$ cat src/shared/bss_regs.vh
// constants of the burst slave bus attachment
`ifndef BSS_REGS_VH
`define BSS_REGS_VH
// ----------------------------------------
// sequencer states
// ----------------------------------------
`define BSS_ST_IDLE 2'h0
`define BSS_ST_LOAD 2'h1
`define BSS_ST_DATA 2'h2
// ----------------------------------------
// transfer kinds on the bus request
// ----------------------------------------
`define BSS_TYPE_SINGLE 2'h0
`define BSS_TYPE_BURST 2'h1
`define BSS_TYPE_LINE 2'h2
// ----------------------------------------
// limits and timing
// ----------------------------------------
`define BSS_MAX_BEATS 8'h10
`define BSS_TOUT_CYC 8'h80
`define BSS_CNT_W 8
`define BSS_ONE 8'h01
`endif

$ cat src/hdl/bss_lane.v
// byte-enable mux, write lane select and read lane steering
`timescale 1ns/1ps
`default_nettype none
module bss_lane #(
  parameter NDW = 32,
  parameter BDW = 64,
  parameter AW = 32
) (
  input wire [AW-1:0] cur_addr,
  input wire [BDW/8-1:0] bus_be,
  input wire [BDW-1:0] bus_wdata,
  input wire [NDW-1:0] nat_rdata,
  output wire [NDW/8-1:0] nat_be,
  output wire [NDW-1:0] nat_wdata,
  output wire [BDW-1:0] bus_rdata
);
  localparam R = BDW / NDW;
  localparam NBL = $clog2(NDW / 8);
  localparam LW = (R > 1) ? $clog2(R) : 1;
  wire [LW-1:0] lane;
  genvar g;
  assign lane = (R > 1) ? cur_addr[NBL +: LW] : {LW{1'b0}};
  assign nat_be = bus_be[lane*(NDW/8) +: NDW/8];
  assign nat_wdata = bus_wdata[lane*NDW +: NDW];
  // read data copied onto every lane so any master width finds it
  generate
    for (g = 0; g < R; g = g + 1) begin : g_rd
      assign bus_rdata[g*NDW +: NDW] = nat_rdata;
    end
  endgenerate
endmodule // bss_lane
`default_nettype wire

$ cat src/hdl/bss_slave_attach.v
// burst-capable slave bus attachment toward user logic
// Function
// - accept single, fixed bursts up to 16 beats, and cachelines; pass to user
// - cacheline read order selectable: target word first or line start first
// - burst length less one of current transfer shown on burst_beat_count
// - data phase unacknowledged for 128 cycles is ended by internal timeout
// - bursts never end early; every announced beat completes
// - user may accept address ahead of and apart from data acknowledges
// - burst flag, beat requests, length and address accept only here
// - width mismatch: burst length expansion, byte-enable mux, read steering
// - 32-bit address, native data 32, 64 or 128, bus width a power-of-two multiple of native
// - read and write faults reported on separate outputs
`timescale 1ns/1ps
`default_nettype none
`include "bss_regs.vh"
module bss_slave_attach #(
  parameter AW = 32,
  parameter NDW = 32,
  parameter BDW = 64,
  parameter NCE = 4,
  parameter CL_WORDS = 8,
  parameter TWF = 1
) (
  input wire clk_sys,
  input wire rst_n,
  input wire ce,
  input wire bus_req_valid,
  output wire bus_req_ready,
  input wire [AW-1:0] bus_req_addr,
  input wire bus_req_rnw,
  input wire [1:0] bus_req_type,
  input wire [3:0] bus_req_len,
  input wire [1:0] bus_req_ratio,
  input wire [BDW/8-1:0] bus_req_be,
  input wire [BDW-1:0] bus_wdata,
  output reg sl_addr_ack,
  output reg sl_wr_ack,
  output reg sl_rd_ack,
  output reg [BDW-1:0] sl_rd_data,
  output reg slave_read_fault,
  output reg slave_write_fault,
  output wire sl_busy,
  output reg user_cs,
  output reg [NCE-1:0] user_rd_ce,
  output reg [NCE-1:0] user_wr_ce,
  output reg [AW-1:0] user_addr,
  output reg user_rnw,
  output reg [NDW/8-1:0] user_be,
  output reg [NDW-1:0] user_wdata,
  output reg burst_flag_out,
  output reg read_beat_request,
  output reg write_beat_request,
  output reg [`BSS_CNT_W-1:0] burst_beat_count,
  input wire user_addr_accept,
  input wire user_read_accept,
  input wire user_write_accept,
  input wire user_fault_flag,
  input wire [NDW-1:0] user_rdata
);
  // ----------------------------------------
  // derived widths
  // ----------------------------------------
  localparam NB = NDW / 8;
  localparam NBL = $clog2(NB);
  localparam CLW = $clog2(CL_WORDS);
  localparam CEW = (NCE > 1) ? $clog2(NCE) : 1;
  localparam [AW-1:0] LMASK = CL_WORDS * NB - 1;
  localparam [`BSS_CNT_W-1:0] CLCNT = CL_WORDS;

  reg [1:0] st_r;
  reg [1:0] type_r;
  reg rnw_r;
  reg [AW-1:0] base_r;
  reg [BDW/8-1:0] be_r;
  reg [`BSS_CNT_W-1:0] total_r;
  reg [`BSS_CNT_W-1:0] idx_r;
  reg [`BSS_CNT_W-1:0] tout_r;
  reg addr_done_r;
  reg [`BSS_CNT_W-1:0] total_nxt;
  reg [AW-1:0] cur_addr;
  reg [CLW-1:0] word;
  reg [CLW-1:0] start_word;
  wire [NDW/8-1:0] nat_be;
  wire [NDW-1:0] nat_wdata;
  wire [BDW-1:0] bus_rdata;
  wire ack;
  wire tout_hit;
  wire beat_done;
  wire beat_fault;
  wire last;
  wire [CEW-1:0] ce_idx;

  // ----------------------------------------
  // beat address generation
  // ----------------------------------------
  always @* begin
    start_word = TWF ? base_r[NBL +: CLW] : {CLW{1'b0}};
    word = start_word + idx_r[CLW-1:0];
    if (type_r == `BSS_TYPE_LINE) begin
      cur_addr = (base_r & ~LMASK) |
        ({{(AW-CLW){1'b0}}, word} << NBL);
    end else begin
      cur_addr = base_r + ({{(AW-`BSS_CNT_W){1'b0}}, idx_r} << NBL);
    end
  end

  // beats counted in native words; a wider master's beats expand
  always @* begin
    case (bus_req_type)
      `BSS_TYPE_BURST: begin
        total_nxt = ({4'h0, bus_req_len} + `BSS_ONE) <<
          bus_req_ratio;
      end
      `BSS_TYPE_LINE: begin
        total_nxt = CLCNT;
      end
      default: begin
        total_nxt = `BSS_ONE;
      end
    endcase
  end

  bss_lane #(
    .NDW(NDW),
    .BDW(BDW),
    .AW(AW)
  ) u_lane (
    .cur_addr(cur_addr),
    .bus_be(be_r),
    .bus_wdata(bus_wdata),
    .nat_rdata(user_rdata),
    .nat_be(nat_be),
    .nat_wdata(nat_wdata),
    .bus_rdata(bus_rdata)
  );

  // ----------------------------------------
  // beat completion
  // ----------------------------------------
  assign bus_req_ready = (st_r == `BSS_ST_IDLE);
  assign sl_busy = (st_r != `BSS_ST_IDLE);
  assign ack = rnw_r ? user_read_accept : user_write_accept;
  // no suppress input: a hung user cannot stall the bus forever
  assign tout_hit = (tout_r == `BSS_TOUT_CYC - `BSS_ONE);
  assign beat_done = (st_r == `BSS_ST_DATA) && (ack || tout_hit);
  assign beat_fault = ack ? user_fault_flag : tout_hit;
  assign last = (idx_r == total_r - `BSS_ONE);
  assign ce_idx = cur_addr[NBL +: CEW];

  // ----------------------------------------
  // sequencer
  // ----------------------------------------
  always @(posedge clk_sys or negedge rst_n) begin
    if (!rst_n) begin
      st_r <= `BSS_ST_IDLE;
      type_r <= `BSS_TYPE_SINGLE;
      rnw_r <= 1'b0;
      base_r <= {AW{1'b0}};
      be_r <= {(BDW/8){1'b0}};
      total_r <= `BSS_ONE;
      idx_r <= {`BSS_CNT_W{1'b0}};
      tout_r <= {`BSS_CNT_W{1'b0}};
      addr_done_r <= 1'b0;
      sl_addr_ack <= 1'b0;
      sl_wr_ack <= 1'b0;
      sl_rd_ack <= 1'b0;
      sl_rd_data <= {BDW{1'b0}};
      slave_read_fault <= 1'b0;
      slave_write_fault <= 1'b0;
      user_cs <= 1'b0;
      user_rd_ce <= {NCE{1'b0}};
      user_wr_ce <= {NCE{1'b0}};
      user_addr <= {AW{1'b0}};
      user_rnw <= 1'b0;
      user_be <= {NB{1'b0}};
      user_wdata <= {NDW{1'b0}};
      burst_flag_out <= 1'b0;
      read_beat_request <= 1'b0;
      write_beat_request <= 1'b0;
      burst_beat_count <= {`BSS_CNT_W{1'b0}};
    end else if (ce) begin
      sl_addr_ack <= 1'b0;
      sl_wr_ack <= 1'b0;
      sl_rd_ack <= 1'b0;
      slave_read_fault <= 1'b0;
      slave_write_fault <= 1'b0;
      // address taken once, by its own accept or the first data beat
      if (sl_busy && !addr_done_r &&
          (user_addr_accept || beat_done)) begin
        sl_addr_ack <= 1'b1;
        addr_done_r <= 1'b1;
      end
      case (st_r)
        `BSS_ST_IDLE: begin
          if (bus_req_valid) begin
            st_r <= `BSS_ST_LOAD;
            type_r <= bus_req_type;
            rnw_r <= bus_req_rnw;
            base_r <= bus_req_addr;
            be_r <= bus_req_be;
            total_r <= total_nxt;
            idx_r <= {`BSS_CNT_W{1'b0}};
            addr_done_r <= 1'b0;
            user_cs <= 1'b1;
            user_rnw <= bus_req_rnw;
            burst_flag_out <= (bus_req_type == `BSS_TYPE_BURST);
            burst_beat_count <= total_nxt - `BSS_ONE;
          end
        end
        `BSS_ST_LOAD: begin
          st_r <= `BSS_ST_DATA;
          tout_r <= {`BSS_CNT_W{1'b0}};
          user_addr <= cur_addr;
          // bursts and lines move whole words; singles use their lanes
          user_be <= (type_r == `BSS_TYPE_SINGLE) ?
            nat_be : {NB{1'b1}};
          user_wdata <= nat_wdata;
          user_rd_ce <= rnw_r ? ({{(NCE-1){1'b0}}, 1'b1} << ce_idx) :
            {NCE{1'b0}};
          user_wr_ce <= rnw_r ? {NCE{1'b0}} :
            ({{(NCE-1){1'b0}}, 1'b1} << ce_idx);
          read_beat_request <= rnw_r;
          write_beat_request <= !rnw_r;
        end
        `BSS_ST_DATA: begin
          tout_r <= tout_r + `BSS_ONE;
          if (beat_done) begin
            read_beat_request <= 1'b0;
            write_beat_request <= 1'b0;
            user_rd_ce <= {NCE{1'b0}};
            user_wr_ce <= {NCE{1'b0}};
            sl_rd_ack <= rnw_r;
            sl_wr_ack <= !rnw_r;
            sl_rd_data <= bus_rdata;
            slave_read_fault <= rnw_r & beat_fault;
            slave_write_fault <= !rnw_r & beat_fault;
            // a fault or timeout fails only this beat; the rest follow
            if (last) begin
              st_r <= `BSS_ST_IDLE;
              user_cs <= 1'b0;
              burst_flag_out <= 1'b0;
            end else begin
              st_r <= `BSS_ST_LOAD;
              idx_r <= idx_r + `BSS_ONE;
            end
          end
        end
        default: begin
          st_r <= `BSS_ST_IDLE;
        end
      endcase
    end
  end
endmodule // bss_slave_attach
`default_nettype wire

$ cat config.mk
export PLATFORM = sky130hd
export DESIGN_NAME = bss_slave_attach
export DESIGN_NICKNAME = d
export VERILOG_FILES = /design/src/hdl/bss_lane.v /design/src/hdl/bss_slave_attach.v
export VERILOG_INCLUDE_DIRS = /design/src /design/src/shared
export SDC_FILE = /design/constraint.sdc
export NUM_CORES = 1
export LEC_CHECK = 0
export BUFFER_PORTS_ARGS = -buffer_cell sky130_fd_sc_hd__buf_2
export CELL_PAD_IN_SITES_DETAIL_PLACEMENT = 1
export CELL_PAD_IN_SITES_GLOBAL_PLACEMENT = 1
export CORE_MARGIN = 2
export CORE_UTILIZATION = 35
export DETAILED_ROUTE_END_ITERATION = 16
export GPL_ROUTABILITY_DRIVEN = 0
export PLACE_DENSITY = 0.83
export REMOVE_ABC_BUFFERS = 1
export SLEW_MARGIN = 0
export SYNTH_ARGS = -nofsm -noshare
export SYNTH_HDL_FRONTEND = slang
export SYNTH_SLANG_ARGS = --single-unit
$ cat constraint.sdc
create_clock -name clk_sys -period 2.3 [get_ports clk_sys]
set_input_delay 0.23 -clock clk_sys [delete_from_list [all_inputs] [get_ports clk_sys]]
set_output_delay 0.23 -clock clk_sys [all_outputs]
set_load 0.02 [all_outputs]
==> flow_summary_export.csv, run 1 <==
group,metric,value,unit
outcome,run_status,"finished with violations",
outcome,violations,"negative setup slack",
grt,grt_pass1_vias,9242,
setup_path,crit_slowest_cell,"dfstp_2",
setup_path,critPathMaxStageDelay,540,ps
floorplan,io_pins,313,
logic_synthesis,synth-seq-cells,195,
logic_synthesis,ys_seq_area_share,50.32,%
setup_path,path_class,"flip-flop to flip-flop",
power_and_ir_drop,p_leak,6.484,nW
setup_path,endpoint_kind,"flip-flop",
power_and_ir_drop,p_int,9.652,mW
grt,grt_max_degree,62,
sta,worst-slew-pin-transition,761.4,ps
power_and_ir_drop,p_sw,7.667,mW
layout,multiInputGateArea,4668,µm²
floorplan,dieArea,29060,µm²
setup_path,critPathBufInv,1,
logic_synthesis,synth-async-reset-ratio,100.0,%
layout,regArea,4883,µm²
floorplan,die_w,170.5,µm
clock_network,cts-root-buf,"clkbuf_16",
logic_synthesis,ys_types,68,
layout,fillerInstances,3119,
detailed_routing,vias,8787,
setup_path,start_kind,"flip-flop",
logic_synthesis,synth_area_leaders,"dfrtp_1 (50%), nand2_1 (9.8%), o21ai_0 (4.6%), mux2i_1 (4.1%), mux2_2 (3.8%)",
setup_path,worstPathArrival,2820,ps
grt,antenna_found_initial,1,
setup_path,critical_path.cell_chain,"inv_2 > ha_4 > xnor2_2 > a311o_1 > a221o_1 > nor3_4 > and3_4 > o31ai_1 > a21oi_1",
power_and_ir_drop,pwr-share-seq,34.2,%
sta,period_needed,2483,ps
clock_network,h-tree-depth,4,
logic_synthesis,syn_area,9699,µm²
layout,area_growth,36.71,%
floorplan,rows,60,
logic_synthesis,synth_top_area_cell,"dfrtp_1",
detailed_routing,routed_wl,31690,µm
clock_network,clock_path_buffers,2,
place,dp_hpwl,22590,µm
sta,finalCritPeriodShare,108.0,%
detailed_routing,drc,0,
detailed_routing,drtIter0Drc,443,
sta,rsz0062_at_grt,"yes",
grt,overflow,0,
clock_network,clk_pin_slew,70,ps
clock_network,cts_tree,"yes",
setup_path,r2r_slack,-180,ps
detailed_routing,drt_pass1_iterations,4,
flow_run,max_cap_viol_count,0,
place,post-place-ws,-491.7,ps
sta,worst_slack,-183.1,ps
grt,grt_pass1_wl,48230,µm
logic_synthesis,netlist.area_leader.share,50.05,%
clock_network,insertion_delay,440,ps
layout,drive_above_1_share,37.89,%
power_and_ir_drop,pwr-share-comb,48.5,%
logic_synthesis,yosysWarnings,0,
power_and_ir_drop,ir_worst_vdd,527.2,µV
floorplan,core_area,27100,µm²
place,dp.cells,1662,
clock_network,cts-buffers-inserted,17,
clock_network,cts_sinks,195,
sta,max_freq,402.7,MHz
setup_path,required,2630,ps
detailed_routing,post_drt_wl_per_cell,18.28,µm
sta,relSlewSlack,49.14,%
sta,slew_violations,0,
power_and_ir_drop,swShare,44.27,%
sta,final_hold_viol_count,0,
floorplan,initial_core_util,35.79,%
setup_path,path_delay_family,"compound AO/OA/AOI/OAI gates",
logic_synthesis,netlist_instances,1002,
min_path,min_path_type,"primary input to flip-flop",
logic_synthesis,postSynthAreaPerCell,9.680,µm²
logic_synthesis,synth_edf_count,0,
grt,grt_usage,21.11,%
layout,fin_cells,1734,
place,io_buffers,312,
floorplan,die_y,170.5,µm
power_and_ir_drop,power_frac_clock,17.4,%
power_and_ir_drop,p_per_area,1306,nW/µm²
layout,n_antenna_cell,0,
detailed_routing,drtAntennaViolNets,0,
layout,nets,1524,
sta,clock_skew,11.43,ps
sta,setup_viol,17,
logic_synthesis,synthFlopType,"dfrtp_1",
setup_path,cp_max_fo,6,
logic_synthesis,synth_common_cells,"nand2_1 (252), dfrtp_1 (194), o21ai_0 (90)",
logic_synthesis,yosys.cell_count.top_type,"nand2_1",
detailed_routing,via_per_inst,5.067,
## placed cells by master, fill, tap and decap left out, drive strengths merged, types with 28 or more instances in the layout
| cell type | netlist | routed |
|---|---|---|
| o21ai | 101 | 101 |
| mux2 | 33 | 33 |
| mux2i | 40 | 40 |
| nand2 | 252 | 252 |
| inv | 27 | 33 |
| dfrtp | 194 | 194 |
| nor2 | 30 | 30 |
| xnor2 | 28 | 28 |
| dlygate4sd3 | 0 | 28 |
| buf | 38 | 380 |
## kinds of logic after synthesis
kind of cell	Yosys count	share of synthesized area [%]
xor+xnor	44	3.973
flops	195	50.32
compound gates	188	12.32
fa+ha+maj	21	2.786
mux	73	7.959
simple gates	370	16.90
buf+inv	111	5.740
## power by group through the flow
stage / logic [mW] / registers (mW) / clock network (mW)
2_1_floorplan: 3.16 / 7.37 / 0
3_3_place_gp: 7.53 / 5.87 / 0
3_5_place_dp: 7.86 / 5.98 / 0
4_1_cts: 8.23 / 5.90 / 3.08
5_1_grt: 9.11 / 6.11 / 3.22
6_report: 8.40 / 5.92 / 3.01
## metrics by stage
stage / hold slack (ps) / instance area, µm² / util, % / setup TNS, ps / power, mW
after global routing: 5.937 / 13260 / 48.93 / -3353 / 18.44
after CTS: 5.515 / 13030 / 48.08 / -373.4 / 17.21
final: 6.220 / 13260 / 48.93 / -883.7 / 17.32
after floorplan: -65.59 / 9248 / - / -95260 / 10.53
after detailed placement: 275.4 / 11850 / 43.71 / -7612 / 13.83
after global placement: 265.3 / 11850 / 43.71 / -3434 / 13.41
## worst register-to-register path: cells and delay by family (launching register included)
family          cells  cell delay, ps
compound gates      4             870
simple gates        2             550
flops               1             540
fa+ha+maj           1             240
xor+xnor            1             130
buf+inv             1              50
## repair_timing
action,CTS,global route
cloned,1,4
resized for setup,65,28
hold buffers,28,0
buffers inserted,5,4
hold endpoints to repair,81,0
setup endpoints to repair,34,66
pin swaps,19,19
## layer usage
metal	GRT usage, %	part of all wire, %	up-vias	wire [µm]
met1	24.14	40	4388	12640
met2	39.38	53	250	16780
met3	3.977	4.7	57	1476
met4	6.986	2.5	2	784
li1	-	-	4090	-
met5	0	0.041	-	13
## path summary, 6_finish.rpt
kind | cells past startpoint | endpoint | start
min in group asynchronous | 2 | base_r[21] | rst_n
worst max register to register | 9 | idx_r[2] | total_r[0]
max in group asynchronous | 3 | user_rd_ce[1] | rst_n
worst max-delay path | 9 | idx_r[2] | total_r[0]
worst min register to register | 1 | sl_addr_ack | addr_done_r
worst min-delay path | 3 | base_r[11] | bus_req_addr[11]
## cell type report
| class | instances | area share, % |
|---|---|---|
| clock buffers | 18 | 3.312 |
| multi-input cells | 697 | 35.20 |
| flip-flops and latches | 195 | 36.83 |
| inverters | 28 | 0.7926 |
| well taps | 372 | 3.510 |
| clock inverters | 13 | 1.095 |
| repair buffers | 411 | 19.26 |
## flip-flops by register name (all words and copies together) (netlist names), 2 cells and up
| name | cells |
|---|---|
| base_r | 32 |
| be_r | 8 |
| user_be | 4 |
| sl_rd_data | 32 |
| st_r | 2 |
| idx_r | 8 |
| user_addr | 32 |
| tout_r | 8 |
| total_r | 8 |
| user_rd_ce | 4 |
| type_r | 2 |
| burst_beat_count | 8 |
| user_wr_ce | 4 |
| user_wdata | 32 |
(Power assumes the default switching activity.)
==> run 2, diff against run 1 <==
Settings changed: ABC_AREA set to 1, CORE_UTILIZATION 35 to 33, PLACE_DENSITY 0.83 to 0.81.
==> run 2 against run 1 <==
Register-to-register slack gained 310 ps. Global-route usage is 1.3 points higher. The run now ends clean. Clock skew increased by 2.4 ps. Critical path depth increased by 2. Via count rose by 13%. Cell count is 16% higher. Final area fell by 1.7%. Worst hold slack better by 15 ps. Synthesized area up 2.6%. Clock-buffer cell count is 1 higher. Worst setup slack improved by 310 ps.
==> flow_summary_export.csv, run 2 <==
group,metric,value,unit
outcome,run_status,"finished, final reports clean",
sta,setup_viol,0,
grt,antenna_found_initial,3,
clock_network,cts-buffers-inserted,17,
detailed_routing,via_per_inst,4.922,
setup_path,required,2640,ps
floorplan,io_pins,313,
grt,grt_pass1_wl,55290,µm
logic_synthesis,synth_area_leaders,"dfrtp_1 (49%), nand2_1 (17%), a21oi_1 (4.4%), nand3_1 (3.8%), o21ai_0 (3.6%)",
sta,relSlewSlack,56.45,%
sta,holdWs,21.30,ps
layout,fin_cells,2018,
min_path,hold_start,"bus_req_type[0]",
sta,period_needed,2168,ps
power_and_ir_drop,p_leak,6.859,nW
clock_network,insertion_delay,450,ps
logic_synthesis,synth_top_area_cell,"dfrtp_1",
clock_network,h-tree-depth,4,
layout,multiInputGateArea,4319,µm²
layout,fillerInstances,3700,
sta,clock_skew,13.82,ps
clock_network,cts_sinks,195,
min_path,min_path_cells,3,
setup_path,r2r_cells,11,
setup_path,cp_max_fo,4,
place,dp.cells,1923,
power_and_ir_drop,ir_worst_vdd,474.2,µV
sta,max_freq,461.2,MHz
power_and_ir_drop,finalPower,17.05,mW
sta,finalCritPeriodShare,94.28,%
detailed_routing,vias,9932,
setup_path,r2r-start,"idx_r[0]",
grt,grt_pass1_vias,10440,
floorplan,dieArea,31570,µm²
floorplan,core_area,29640,µm²
logic_synthesis,yosysWarnings,0,
flow_run,max_cap_viol_count,0,
clock_network,clock_path_buffers,2,
layout,final_cell_mix,"nand2_1 (460), buf_2 (311), dfrtp_1 (193)",
detailed_routing,drc,0,
setup_path,worstPathArrival,2500,ps
power_and_ir_drop,p_per_area,1308,nW/µm²
floorplan,initial_core_util,33.58,%
layout,nets,1785,
logic_synthesis,syn_area,9953,µm²
layout,final_util,43.97,%
detailed_routing,post_drt_wl_per_cell,17.69,µm
floorplan,rows,63,
logic_synthesis,synthFlopType,"dfrtp_1",
detailed_routing,drt_pass1_iterations,4,
place,post-place-ws,67.95,ps
clock_network,cts-root-buf,"clkbuf_16",
setup_path,r2r-end,"user_addr[20]",
setup_path,path_class,"flip-flop to flip-flop",
grt,grt_usage,22.45,%
clock_network,cts_tree,"yes",
logic_synthesis,ys_types,47,
floorplan,die_y,177.7,µm
layout,drive_above_1_share,24.94,%
layout,regArea,4882,µm²
clock_network,clk_pin_slew,80,ps
place,dp_hpwl,25540,µm
min_path,min_path_type,"primary input to flip-flop",
setup_path,endpoint_kind,"flip-flop",
sta,worst_slack,131.6,ps
logic_synthesis,netlist.area_leader.share,48.77,%
logic_synthesis,netlist_instances,1275,
setup_path,r2r_slack,130,ps
logic_synthesis,synth-seq-cells,195,
grt,grt_max_degree,62,
logic_synthesis,ys_seq_area_share,49.04,%
sta,worst-slew-pin-transition,646.3,ps
layout,area_growth,30.92,%
detailed_routing,drtIter0Drc,542,
detailed_routing,routed_wl,35690,µm
logic_synthesis,synth_common_cells,"nand2_1 (463), dfrtp_1 (194), nor2_1 (93)",
logic_synthesis,synth_edf_count,0,
setup_path,start_kind,"flip-flop",
place,io_buffers,312,
min_path,min_to,"type_r[0]",
layout,layout_commonest_cell,"nand2_1",
logic_synthesis,synth-async-reset-ratio,100.0,%
floorplan,die_w,177.7,µm
grt,overflow,0,
sta,slew_violations,0,
logic_synthesis,yosys.cell_count.top_type,"nand2_1",
sta,final_hold_viol_count,0,
logic_synthesis,postSynthAreaPerCell,7.807,µm²
detailed_routing,drtAntennaViolNets,0,
==> run 2: cell types whose count changed in the layout (fill, tap and decap cells not counted), moves of 21 or more <==
cell and change:
nand2_1 +210, a21oi_1 +71, inv_1 +66, nand3_1 +60, nor2_1 +60, mux2i_1 -39
buf_4 -34, mux2_2 -33, dlygate4sd3_1 +30, xnor2_1 -21
==> run 2: logic make-up after synthesis <==
logic type,Yosys count,share of synthesized area (%)
xor gates and xnor gates,21,1.986
buffers and inverters,173,8.196
DFF,195,49.04
muxes,1,0.1006
AOI/OAI and AO/OA,181,9.604
and+or+nand+nor,683,28.36
adders and majority gates,21,2.715
==> run 2: worst max path at each step <==
| stage | startpoint | end | slack (ps) | cells past startpoint |
|---|---|---|---|---|
| finish | idx_r[0] | user_addr[20] | 130 | 11 |
| global placement | idx_r[1] | user_addr[20] | 150 | 10 |
| detailed placement | idx_r[1] | user_addr[18] | 70 | 10 |
| global route | idx_r[0] | user_addr[22] | -7 | 11 |
| floorplan | st_r[1] | burst_beat_count[6] | -2290 | 9 |
| CTS | idx_r[1] | user_addr[14] | 4 | 9 |
==> run 2: area by class of cell <==
| cell class | count | share of cell area (%) |
|---|---|---|
| repair buffers | 395 | 18.29 |
| flip-flops and latches | 195 | 37.47 |
| well taps | 390 | 3.745 |
| clock buffers | 19 | 3.476 |
| clock inverters | 13 | 1.047 |
| diodes | 4 | 0.07681 |
| inverters | 95 | 2.756 |
| multi-input cells | 907 | 33.14 |
==> run 2: report_power, final <==
part           switching, mW  internal (mW)
Clock                   1.47           1.59
Combinational           5.45           2.50
Sequential              1.15           4.88
Total                   8.07           8.98
==> run 2: per-layer routing <==
layer | vias to the layer above | global-route usage (%) | share of wire, %
li1 | 4727 | - | -
met1 | 4869 | 26.44 | 41
met2 | 258 | 39.52 | 51
met3 | 78 | 4.906 | 5.0
met4 | 0 | 9.119 | 3.1
met5 | - | 0 | 0
==> run 2: what timing repair did <==
| item | 4_1_cts | 5_1_grt |
|---|---|---|
| hold buffers | 58 | 0 |
| hold endpoints to repair | 112 | 0 |
| gates resized for setup | 0 | 17 |
| endpoints found under the setup margin | 0 | 18 |
| setup buffers | 0 | 1 |
==> run 2: metrics by stage <==
step	area, µm²	TNS (ps)
floorplan	9494	-141070
global placement	11780	0
detailed placement	11780	0
CTS	12950	0
global route	13030	-7.121
finish	13030	0
==> run 2: worst max-delay path, stage by stage, from the launching register on <==
cell	delay [ps]
dfrtp_1	360
ha_1	170
inv_1	70
fa_1	410
o21ai_2	210
nand2_1	130
nand2_1	150
nand2_1	110
nor2_2	170
nand4_1	120
nand3_1	120
nand2_1	50
